## config.mk

```make
export PLATFORM = sky130hd
export DESIGN_NAME = tcs_channel_regs
export DESIGN_NICKNAME = d
export VERILOG_FILES = /design/src/design/tcs_pkg.sv /design/src/design/tcs_sticky_flags.sv /design/src/design/tcs_irq_mask.sv /design/src/design/tcs_channel_regs.sv
export SDC_FILE = /design/constraint.sdc
export NUM_CORES = 1
export LEC_CHECK = 0
export BUFFER_PORTS_ARGS = -buffer_cell sky130_fd_sc_hd__buf_2
export CORE_ASPECT_RATIO = 0.6
export CORE_MARGIN = 2
export CORE_UTILIZATION = 30
export DETAILED_ROUTE_END_ITERATION = 10
export PLACE_DENSITY = 0.58
export SYNTH_ARGS = -nofsm -noshare
export SYNTH_HDL_FRONTEND = slang
export SYNTH_SLANG_ARGS = --single-unit
```

## constraint.sdc

```tcl
create_clock -name core_clk_in -period 2.2 [get_ports core_clk_in]
set_input_delay 0.11 -clock core_clk_in [delete_from_list [all_inputs] [get_ports core_clk_in]]
set_output_delay 0.11 -clock core_clk_in [all_outputs]
set_load 0.005 [all_outputs]
```

## src/design/tcs_pkg.sv

```systemverilog
// Package of offsets, field positions and carriers for the timer channel regs
package tcs_pkg;

   localparam int TCS_AW = 8;
   localparam int TCS_DW = 32;
   localparam int TCS_VW = 16;
   localparam int TCS_NEV = 8;

   // Register byte addresses
   localparam logic [7:0] TCS_OFF_COUNTER = 8'h10;
   localparam logic [7:0] TCS_OFF_CCA = 8'h14;
   localparam logic [7:0] TCS_OFF_CCB = 8'h18;
   localparam logic [7:0] TCS_OFF_PCC = 8'h1C;
   localparam logic [7:0] TCS_OFF_STATUS = 8'h20;
   localparam logic [7:0] TCS_OFF_IRQ_EN = 8'h24;
   localparam logic [7:0] TCS_OFF_IRQ_DIS = 8'h28;
   localparam logic [7:0] TCS_OFF_IRQ_MASK = 8'h2C;

   // Status field positions
   localparam int TCS_BIT_OVERFLOW = 0;
   localparam int TCS_BIT_LOAD_OVERRUN = 1;
   localparam int TCS_BIT_COMPARE_A = 2;
   localparam int TCS_BIT_COMPARE_B = 3;
   localparam int TCS_BIT_COMPARE_C = 4;
   localparam int TCS_BIT_LOAD_A = 5;
   localparam int TCS_BIT_LOAD_B = 6;
   localparam int TCS_BIT_EXT_TRIGGER = 7;
   localparam int TCS_BIT_CLK_STATUS = 16;
   localparam int TCS_BIT_LINE_A = 17;
   localparam int TCS_BIT_LINE_B = 18;

   // Reset values
   localparam logic [15:0] TCS_RST_VALUE = 16'h0000;
   localparam logic [7:0] TCS_RST_FLAGS = 8'h00;
   localparam logic [31:0] TCS_RST_RDATA = 32'h0000_0000;

   // Mode select: 0 capture, 1 waveform
   localparam logic TCS_MODE_CAPTURE = 1'b0;
   localparam logic TCS_MODE_WAVE = 1'b1;

   // Event flags, bit 7 down to bit 0
   typedef struct packed {
      logic ext_trigger;
      logic load_b;
      logic load_a;
      logic compare_c;
      logic compare_b;
      logic compare_a;
      logic load_overrun;
      logic overflow;
   } tcs_events_t;

   // Strobes and levels from the channel's counter and waveform logic
   typedef struct packed {
      logic overflow;
      logic compare_a;
      logic compare_b;
      logic compare_c;
      logic load_a;
      logic load_b;
      logic ext_trigger;
      logic clock_enabled;
      logic line_a_pin;
      logic line_b_pin;
      logic line_a_drive;
      logic line_b_drive;
   } tcs_chan_t;

endpackage

```

## src/design/tcs_sticky_flags.sv

```systemverilog
// Sticky event flags, cleared by a clear pulse, set wins over clear
`timescale 1ns/1ps
`default_nettype none
module tcs_sticky_flags
   import tcs_pkg::*;
#(
   parameter int W = TCS_NEV
) (
   // Clock and reset
   input wire logic clk_in,
   input wire logic arst_n_in,
   // Control
   input wire logic [W-1:0] set_in,
   input wire logic clear_in,
   // State
   output logic [W-1:0] flags_out
);
   if (W < 1) begin : g_chk
      $error("tcs_sticky_flags: W must be at least 1");
   end

   logic [W-1:0] flags_q;
   logic [W-1:0] flags_d;

   always_comb begin
      flags_d = set_in | (flags_q & ~{W{clear_in}});
   end

   always_ff @(posedge clk_in or negedge arst_n_in) begin
      if (!arst_n_in) begin
         flags_q <= '0;
      end else begin
         flags_q <= flags_d;
      end
   end

   assign flags_out = flags_q;
endmodule // tcs_sticky_flags
`default_nettype wire

```

## src/design/tcs_irq_mask.sv

```systemverilog
// Interrupt mask set by enable writes and cleared by disable writes
`timescale 1ns/1ps
`default_nettype none
module tcs_irq_mask
   import tcs_pkg::*;
#(
   parameter int W = TCS_NEV
) (
   // Clock and reset
   input wire logic clk_in,
   input wire logic arst_n_in,
   // Write side
   input wire logic enable_wr_in,
   input wire logic disable_wr_in,
   input wire logic [W-1:0] data_in,
   // State
   output logic [W-1:0] mask_out
);
   if (W < 1) begin : g_chk
      $error("tcs_irq_mask: W must be at least 1");
   end

   logic [W-1:0] mask_q;
   logic [W-1:0] mask_d;

   always_comb begin
      mask_d = mask_q;
      if (enable_wr_in) begin
         mask_d = mask_d | data_in;
      end
      if (disable_wr_in) begin
         mask_d = mask_d & ~data_in;
      end
   end

   always_ff @(posedge clk_in or negedge arst_n_in) begin
      if (!arst_n_in) begin
         mask_q <= '0;
      end else begin
         mask_q <= mask_d;
      end
   end

   assign mask_out = mask_q;
endmodule // tcs_irq_mask
`default_nettype wire

```

## src/design/tcs_channel_regs.sv

```systemverilog
// Register view, status flags and interrupt of one timer channel
// How it works
// RQ1: Mode bit 0 selects capture, 1 selects waveform operation.
// RQ2: Register A is read-only in capture, read-write in waveform.
// RQ3: Counter value register returns the live 16-bit counter.
// RQ4: Register A reads return current contents, captures shown at once.
// RQ5: Register B is 16 bits, written only in waveform, always readable.
// RQ6: Period register C is 16 bits, read-write in both modes.
// RQ7: Event flags are sticky and cleared only by reading status or by reset.
// RQ8: Overflow sets status bit 0 in either mode.
// RQ9: Capture only: A or B loaded twice unread sets bit 1.
// RQ10: Waveform only: A match sets bit 2, B match bit 3.
// RQ11: Register C match sets bit 4 in either mode.
// RQ12: Capture only: A load sets bit 5, B load bit 6.
// RQ13: External trigger sets status bit 7.
// RQ14: Status bit 16 shows counter clock enabled, not an event.
// RQ15: Bits 17, 18 mirror lines: pin in capture, drive in waveform.
// RQ16: Writing 1 to enable register bits 0-7 sets mask bits.
// RQ17: Writing 1 to disable register bits 0-7 clears mask bits.
// RQ18: Mask register reads back the eight enabled interrupts.
// RQ19: Interrupt high while any flag is set with its mask bit.
// RQ20: Reset clears flags and mask; unused bits read zero.
`timescale 1ns/1ps
`default_nettype none
module tcs_channel_regs
   import tcs_pkg::*;
(
   // Clock and reset
   input wire logic core_clk_in,
   input wire logic arst_n_in,
   // Register port
   input wire logic [TCS_AW-1:0] addr_in,
   input wire logic [TCS_DW-1:0] wr_data_in,
   input wire logic wr_en_in,
   input wire logic rd_en_in,
   output logic [TCS_DW-1:0] rd_data_out,
   // Channel logic side
   input wire logic wave_mode_in,
   input wire logic [TCS_VW-1:0] counter_value_in,
   input wire logic [TCS_VW-1:0] capture_value_in,
   input wire tcs_chan_t chan_in,
   output logic [TCS_VW-1:0] capture_compare_a_out,
   output logic [TCS_VW-1:0] capture_compare_b_out,
   output logic [TCS_VW-1:0] period_compare_c_out,
   // Interrupt
   output logic irq_out
);

   ////////////////////////////////////////////////////////////////////////
   // Decode

   logic wr_cca;
   logic wr_ccb;
   logic wr_pcc;
   logic wr_ien;
   logic wr_idis;
   logic rd_cca;
   logic rd_ccb;
   logic rd_status;
   logic capture_mode;

   // RQ1: mode bit split
   assign capture_mode = (wave_mode_in == TCS_MODE_CAPTURE);

   always_comb begin
      wr_cca = wr_en_in && (addr_in == TCS_OFF_CCA);
      wr_ccb = wr_en_in && (addr_in == TCS_OFF_CCB);
      wr_pcc = wr_en_in && (addr_in == TCS_OFF_PCC);
      wr_ien = wr_en_in && (addr_in == TCS_OFF_IRQ_EN);
      wr_idis = wr_en_in && (addr_in == TCS_OFF_IRQ_DIS);
      rd_cca = rd_en_in && (addr_in == TCS_OFF_CCA);
      rd_ccb = rd_en_in && (addr_in == TCS_OFF_CCB);
      rd_status = rd_en_in && (addr_in == TCS_OFF_STATUS);
   end

   ////////////////////////////////////////////////////////////////////////
   // Capture/compare and period registers

   logic [TCS_VW-1:0] cca_q;
   logic [TCS_VW-1:0] cca_d;
   logic [TCS_VW-1:0] ccb_q;
   logic [TCS_VW-1:0] ccb_d;
   logic [TCS_VW-1:0] pcc_q;
   logic [TCS_VW-1:0] pcc_d;
   logic load_a;
   logic load_b;

   // Hardware loads only count in capture operation
   assign load_a = capture_mode && chan_in.load_a;
   assign load_b = capture_mode && chan_in.load_b;

   always_comb begin
      cca_d = cca_q;
      ccb_d = ccb_q;
      pcc_d = pcc_q;
      // RQ2: A writable in waveform only
      if (load_a) begin
         cca_d = capture_value_in;
      end else if (wr_cca && !capture_mode) begin
         cca_d = wr_data_in[TCS_VW-1:0];
      end
      // RQ5: B writes ignored in capture
      if (load_b) begin
         ccb_d = capture_value_in;
      end else if (wr_ccb && !capture_mode) begin
         ccb_d = wr_data_in[TCS_VW-1:0];
      end
      // RQ6: C writable in both modes
      if (wr_pcc) begin
         pcc_d = wr_data_in[TCS_VW-1:0];
      end
   end

   always_ff @(posedge core_clk_in or negedge arst_n_in) begin
      if (!arst_n_in) begin
         cca_q <= TCS_RST_VALUE;
         ccb_q <= TCS_RST_VALUE;
         pcc_q <= TCS_RST_VALUE;
      end else begin
         cca_q <= cca_d;
         ccb_q <= ccb_d;
         pcc_q <= pcc_d;
      end
   end

   assign capture_compare_a_out = cca_q;
   assign capture_compare_b_out = ccb_q;
   assign period_compare_c_out = pcc_q;

   ////////////////////////////////////////////////////////////////////////
   // Load overrun tracking

   // A load leaves the register unread until software reads it
   logic unread_a_q;
   logic unread_a_d;
   logic unread_b_q;
   logic unread_b_d;
   logic overrun;

   always_comb begin
      // RQ9: second load while unread
      overrun = (load_a && unread_a_q) || (load_b && unread_b_q);
      // A load in the same cycle as the read keeps the register unread
      unread_a_d = load_a || (unread_a_q && !rd_cca);
      unread_b_d = load_b || (unread_b_q && !rd_ccb);
      if (!capture_mode) begin
         unread_a_d = 1'b0;
         unread_b_d = 1'b0;
      end
   end

   always_ff @(posedge core_clk_in or negedge arst_n_in) begin
      if (!arst_n_in) begin
         unread_a_q <= 1'b0;
         unread_b_q <= 1'b0;
      end else begin
         unread_a_q <= unread_a_d;
         unread_b_q <= unread_b_d;
      end
   end

   ////////////////////////////////////////////////////////////////////////
   // Sticky status flags and mask

   tcs_events_t ev_set;
   tcs_events_t flags;
   tcs_events_t flags_view;
   logic [TCS_NEV-1:0] mask;

   always_comb begin
      // RQ8: overflow in both modes
      ev_set.overflow = chan_in.overflow;
      ev_set.load_overrun = overrun;
      // RQ10: compare A and B in waveform only
      ev_set.compare_a = !capture_mode && chan_in.compare_a;
      ev_set.compare_b = !capture_mode && chan_in.compare_b;
      // RQ11: compare C in both modes
      ev_set.compare_c = chan_in.compare_c;
      // RQ12: load flags in capture only
      ev_set.load_a = load_a;
      ev_set.load_b = load_b;
      // RQ13: external trigger
      ev_set.ext_trigger = chan_in.ext_trigger;
   end

   // RQ7: sticky, cleared by status read
   tcs_sticky_flags #(
      .W(TCS_NEV)
   ) u_flags (
      .clk_in(core_clk_in),
      .arst_n_in(arst_n_in),
      .set_in(ev_set),
      .clear_in(rd_status),
      .flags_out(flags)
   );

   // RQ16: enable writes set mask bits
   // RQ17: disable writes clear mask bits
   tcs_irq_mask #(
      .W(TCS_NEV)
   ) u_mask (
      .clk_in(core_clk_in),
      .arst_n_in(arst_n_in),
      .enable_wr_in(wr_ien),
      .disable_wr_in(wr_idis),
      .data_in(wr_data_in[TCS_NEV-1:0]),
      .mask_out(mask)
   );

   // Mode-gated flags read 0 after a mode change too
   always_comb begin
      flags_view = flags;
      if (capture_mode) begin
         flags_view.compare_a = 1'b0;
         flags_view.compare_b = 1'b0;
      end else begin
         flags_view.load_overrun = 1'b0;
         flags_view.load_a = 1'b0;
         flags_view.load_b = 1'b0;
      end
   end

   // RQ19: level interrupt from flags and mask
   assign irq_out = |(flags_view & mask);

   ////////////////////////////////////////////////////////////////////////
   // Read path

   logic [TCS_DW-1:0] rd_q;
   logic [TCS_DW-1:0] rd_d;
   logic [TCS_DW-1:0] status_word;

   always_comb begin
      // RQ20: unused bits zero
      status_word = '0;
      status_word[TCS_NEV-1:0] = flags_view;
      // RQ14: clock enabled level
      status_word[TCS_BIT_CLK_STATUS] = chan_in.clock_enabled;
      // RQ15: line mirrors follow mode
      status_word[TCS_BIT_LINE_A] = capture_mode ? chan_in.line_a_pin
                                                 : chan_in.line_a_drive;
      status_word[TCS_BIT_LINE_B] = capture_mode ? chan_in.line_b_pin
                                                 : chan_in.line_b_drive;
   end

   always_comb begin
      rd_d = '0;
      if (rd_en_in) begin
         unique case (addr_in)
            // RQ3: live counter
            TCS_OFF_COUNTER: rd_d[TCS_VW-1:0] = counter_value_in;
            // RQ4: current register A
            TCS_OFF_CCA: rd_d[TCS_VW-1:0] = cca_q;
            TCS_OFF_CCB: rd_d[TCS_VW-1:0] = ccb_q;
            TCS_OFF_PCC: rd_d[TCS_VW-1:0] = pcc_q;
            TCS_OFF_STATUS: rd_d = status_word;
            // RQ18: mask readback
            TCS_OFF_IRQ_MASK: rd_d[TCS_NEV-1:0] = mask;
            // Write-only and unmapped addresses read zero
            default: rd_d = '0;
         endcase
      end
   end

   always_ff @(posedge core_clk_in or negedge arst_n_in) begin
      if (!arst_n_in) begin
         rd_q <= TCS_RST_RDATA;
      end else begin
         rd_q <= rd_d;
      end
   end

   assign rd_data_out = rd_q;

   ////////////////////////////////////////////////////////////////////////
   // Assertions

   // RQ7: flag set by event seen on next status read
   a_status_sticky: assert property (@(posedge core_clk_in) // RQ7
      disable iff (!arst_n_in)
      (chan_in.overflow && !rd_status) ##1 rd_status
      |=> rd_data_out[TCS_BIT_OVERFLOW])
      else $error("overflow flag lost before status read");

   // RQ7: status read clears flags when no new event
   a_read_clears: assert property (@(posedge core_clk_in) // RQ7
      disable iff (!arst_n_in)
      (rd_status && ev_set == '0) |=> (flags == '0))
      else $error("status read did not clear flags");

   // RQ9: second unread load raises overrun
   a_overrun_set: assert property (@(posedge core_clk_in) // RQ9
      disable iff (!arst_n_in)
      (capture_mode && chan_in.load_a && !rd_status) ##1
      (capture_mode && chan_in.load_a && !rd_cca && !rd_status)
      ##1 (capture_mode && !rd_status) |-> flags.load_overrun)
      else $error("double load without read gave no overrun");

   // RQ10: compare flags stay 0 in capture view
   a_cmp_capture: assert property (@(posedge core_clk_in) // RQ10
      disable iff (!arst_n_in)
      (rd_status && capture_mode) |=> (rd_data_out[3:2] == 2'b00))
      else $error("compare A/B flag read 1 in capture operation");

   // RQ12: waveform reads show no load flags
   a_load_wave: assert property (@(posedge core_clk_in) // RQ12
      disable iff (!arst_n_in)
      (rd_status && !capture_mode) |=> (rd_data_out[6:5] == 2'b00
      && !rd_data_out[TCS_BIT_LOAD_OVERRUN]))
      else $error("load flag read 1 in waveform operation");

   // RQ5: capture-mode write to B leaves it unchanged
   a_ccb_locked: assert property (@(posedge core_clk_in) // RQ5
      disable iff (!arst_n_in)
      (wr_ccb && capture_mode && !chan_in.load_b)
      |=> $stable(ccb_q))
      else $error("register B changed by write in capture operation");

   // RQ6: C written in any mode reads back
   a_pcc_rw: assert property (@(posedge core_clk_in) // RQ6
      disable iff (!arst_n_in)
      wr_pcc ##1 (rd_en_in && addr_in == TCS_OFF_PCC && !wr_pcc)
      |=> (rd_data_out == {16'h0000, $past(wr_data_in[15:0], 2)}))
      else $error("register C readback mismatch");

   // RQ16: enable write sets the written mask bits
   a_mask_enable: assert property (@(posedge core_clk_in) // RQ16
      disable iff (!arst_n_in)
      (wr_ien && !wr_idis) |=> ((mask & $past(wr_data_in[7:0]))
      == $past(wr_data_in[7:0])))
      else $error("enable write did not set mask bits");

   // RQ17: disable clears mask bits
   a_mask_disable: assert property (@(posedge core_clk_in) // RQ17
      disable iff (!arst_n_in)
      wr_idis |=> ((mask & $past(wr_data_in[7:0])) == 8'h00))
      else $error("disable write did not clear mask bits");

   // RQ19: interrupt drops after a clean status read
   a_irq_clear: assert property (@(posedge core_clk_in) // RQ19
      disable iff (!arst_n_in)
      (rd_status && ev_set == '0) |=> !irq_out)
      else $error("interrupt still high after status read");

   // RQ3: counter read returns value of the strobe cycle
   a_counter_live: assert property (@(posedge core_clk_in) // RQ3
      disable iff (!arst_n_in)
      (rd_en_in && addr_in == TCS_OFF_COUNTER)
      |=> (rd_data_out == {16'h0000, $past(counter_value_in)}))
      else $error("counter value read mismatch");

endmodule // tcs_channel_regs
`default_nettype wire

```

==> flow_summary.yaml <==
status:
  outcome: "finished clean"
synth:
  postSynthAreaPerCell_um2: 11.5
  synth_top_area_share_pct: 51.3
  ys_warn_count: 0
  netlist_area_um2: 4140
  synth-async-reset-ratio_pct: 100
  ys_seq_elements: 85
  synth_edf_count: 0
  ys_seq_area_share_pct: 51.3
  synth_largest_area_cell: "dfrtp_1"
  ys_types: 38
  ys_top_cells_by_area: "dfrtp_1 (51%), o221a_2 (8.7%), a22oi_1 (5.1%)"
  netlist_instances: 360
  synth-main-ff-cell: "dfrtp_1"
die:
  die_area_um2: 14800
  io_pins: 170
  die_w_um: 156
  core_um2: 13600
  num_rows: 33
  fp.dieH_um: 95.0
  initial_core_util_pct: 30.5
power_and_ir_drop:
  irDropWorstVdd_v: 0.000358
  power_leakage_nw: 2.52
  power_density_nw_per_um2: 729
  power_mw: 3.97
sta:
  hold_viol: 0
  fin_skew_ns: 0.00461
  fmax_mhz: 566
  setup_viol: 0
  fin_crit_sh_pct: 80.3
  relSlewSlack_pct: 53.2
  tightest_slew_ns: 0.701
  grt_setup_unrepaired: "no"
  whs_ns: 0.0110
  finalMaxSlewViolations: 0
  fin_tns_setup_ns: 0
  fin_crit_ns: 1.77
setup_path:
  critPathTopFamily: "compound AO/OA/AOI/OAI gates"
  r2r_end: "rd_data_out[5]$_DFF_PN0_"
  r2r-start: "capture_compare_a_out[5]$_DFFE_PN0P_"
  cp.arrival_ns: 1.66
  cp-start-kind: "register"
  cp.required_ns: 2.09
  cpPeakStageDelay_ns: 0.56
  cp_slowest_cell: "a222oi_1"
  crit_type: "register to output port"
  startpoint: "u_flags.flags_out[4]$_DFF_PN0_"
  end_kind: "output port"
  r2r_slack_ns: 1.16
  path_cells: "a222oi_1, o211ai_1, buf_2"
  path_buf_inv: 1
  r2r_cells: 3
  worstPathMaxFanout: 3
routing:
  ant_nets: 0
  num_vias: 3631
  viasPerCell: 5.29
  drc: 0
  drt_first_pass_iters: 7
  drtIter0Drc: 229
  wire_per_inst_um: 19.6
  drt_wl_total_mm: 13.4
global_route:
  grt_max_degree: 54
  grt-ovfl-total: 0
  antenna_found_initial: 0
  grt_pass1_wl_mm: 20.4
  gr-usage-all-layers_pct: 18.4
  grt_pass1_vias: 3484
worst_hold_path:
  min_path_cells: 2
  hold_path_class: "input port to register"
  holdCritStartpoint: "chan_in[9]"
  holdPathEnd: "u_flags.flags_out[3]$_DFF_PN0_"
cells_and_area:
  area_growth_pct: 31.5
  diodes: 0
  finalNetCount: 596
  fillers: 1330
  final_cell_mix: "buf_2 (139), dfrtp_1 (85), or3_1 (32), o221a_2 (32), a22oi_1 (28)"
  layout-drive-gt1-share_pct: 45.3
  final_common_cell: "buf_2"
  multi_input_area_um2: 1850
  fin_cells: 687
  seqCellArea_um2: 2130
cts:
  clk_latency_ns: 0.34
  cts_max_path_buffers: 2
  ctsRootBufferMaster: "clkbuf_16"
  htreeDepth: 3
  clkSinkCount: 85
  cts_setup_buffers: 0
  cts_buffers: 9
  cts_tree: "built"
  clkTransAtPathRegs_ns: 0.06
placed_design:
  globalplace.congestion: 0.852
  place_inst: 665
  post-dp-hpwl_mm: 9.76
  portBuffers: 140
run:
  cap_viol_max_count: 0
synth_stat cells, types with 6 or more instances:
master / instances
nor2_1: 6
dfrtp_1: 85
mux2_2: 16
or3_1: 32
a22o_1: 11
nand2_1: 18
o21ai_0: 15
clkbuf_1: 13
nand3_1: 9
buf_4: 13
a21oi_1: 26
buf_2: 10
a22oi_1: 28
o221a_2: 32
report_power, final:
| part | switching (mW) | internal, mW |
|---|---|---|
| Clock | 0.621 | 1.06 |
| Sequential | 0.0961 | 1.67 |
| Combinational | 0.267 | 0.265 |
| Total | 0.984 | 2.99 |
timing repair:
action	4_1_cts	5_1_grt
hold endpoints to repair	37	0
resized for setup	0	0
hold buffers	6	0
how the worst max path moves through the flow:
stage                                                       end  depth (start not counted)
after CTS                                               irq_out                          3
after global placement     capture_compare_b_out[3]$_DFFE_PN0P_                          5
after global routing                                    irq_out                          3
after floorplan           capture_compare_a_out[10]$_DFFE_PN0P_                          4
final                                                   irq_out                          3
after detailed placement   capture_compare_a_out[4]$_DFFE_PN0P_                          5
logic make-up (layout without fill, tap and decap cells):
kind of cell    after synthesis  in the layout  share of synthesized area [%]
simple gates                 84             84                           13.2
other cells                   1             13                         0.0905
flops                        85             85                           51.3
compound gates              130            130                           24.9
mux                          18             18                           4.83
buf+inv                      42            182                           5.65
sequential cells by signal, summed over array words and instances (netlist names), named ones only:
register	cells
capture_compare_a_out	16
u_flags.flags_out	8
period_compare_c_out	16
unread_b_q	1
capture_compare_b_out	16
rd_data_out	19
unread_a_q	1
cell type report:
type                    instances  area share [%]
well taps                     175            4.02
clock buffers                  11            4.64
repair buffers                163            16.6
multi-input cells             245            34.0
inverters                       3           0.207
flip-flops and latches         85            39.0
clock inverters                 5            1.52
worst register-to-register path, stage by stage, from the launching register on:
cell     delay (ns)
dfrtp_1        0.41
a22oi_1        0.20
o21ai_0        0.11
o21a_1         0.21
metrics by stage:
stage / util (%) / setup WS [ns] / instance area, um2
2_1_floorplan: - / 0.837 / 4190
3_3_place_gp: 37.2 / 0.312 / 5050
3_5_place_dp: 37.2 / 0.279 / 5050
4_1_cts: 40.1 / 0.429 / 5450
5_1_grt: 40.1 / 0.341 / 5450
6_report: 40.1 / 0.433 / 5450
routing by layer:
metal,GRT usage [%],wire length (um)
met1,28.0,6530
met2,26.1,5840
met3,4.27,912
met5,0,0
met4,5.05,155
Note: power is estimated with default switching activity, not from simulation.
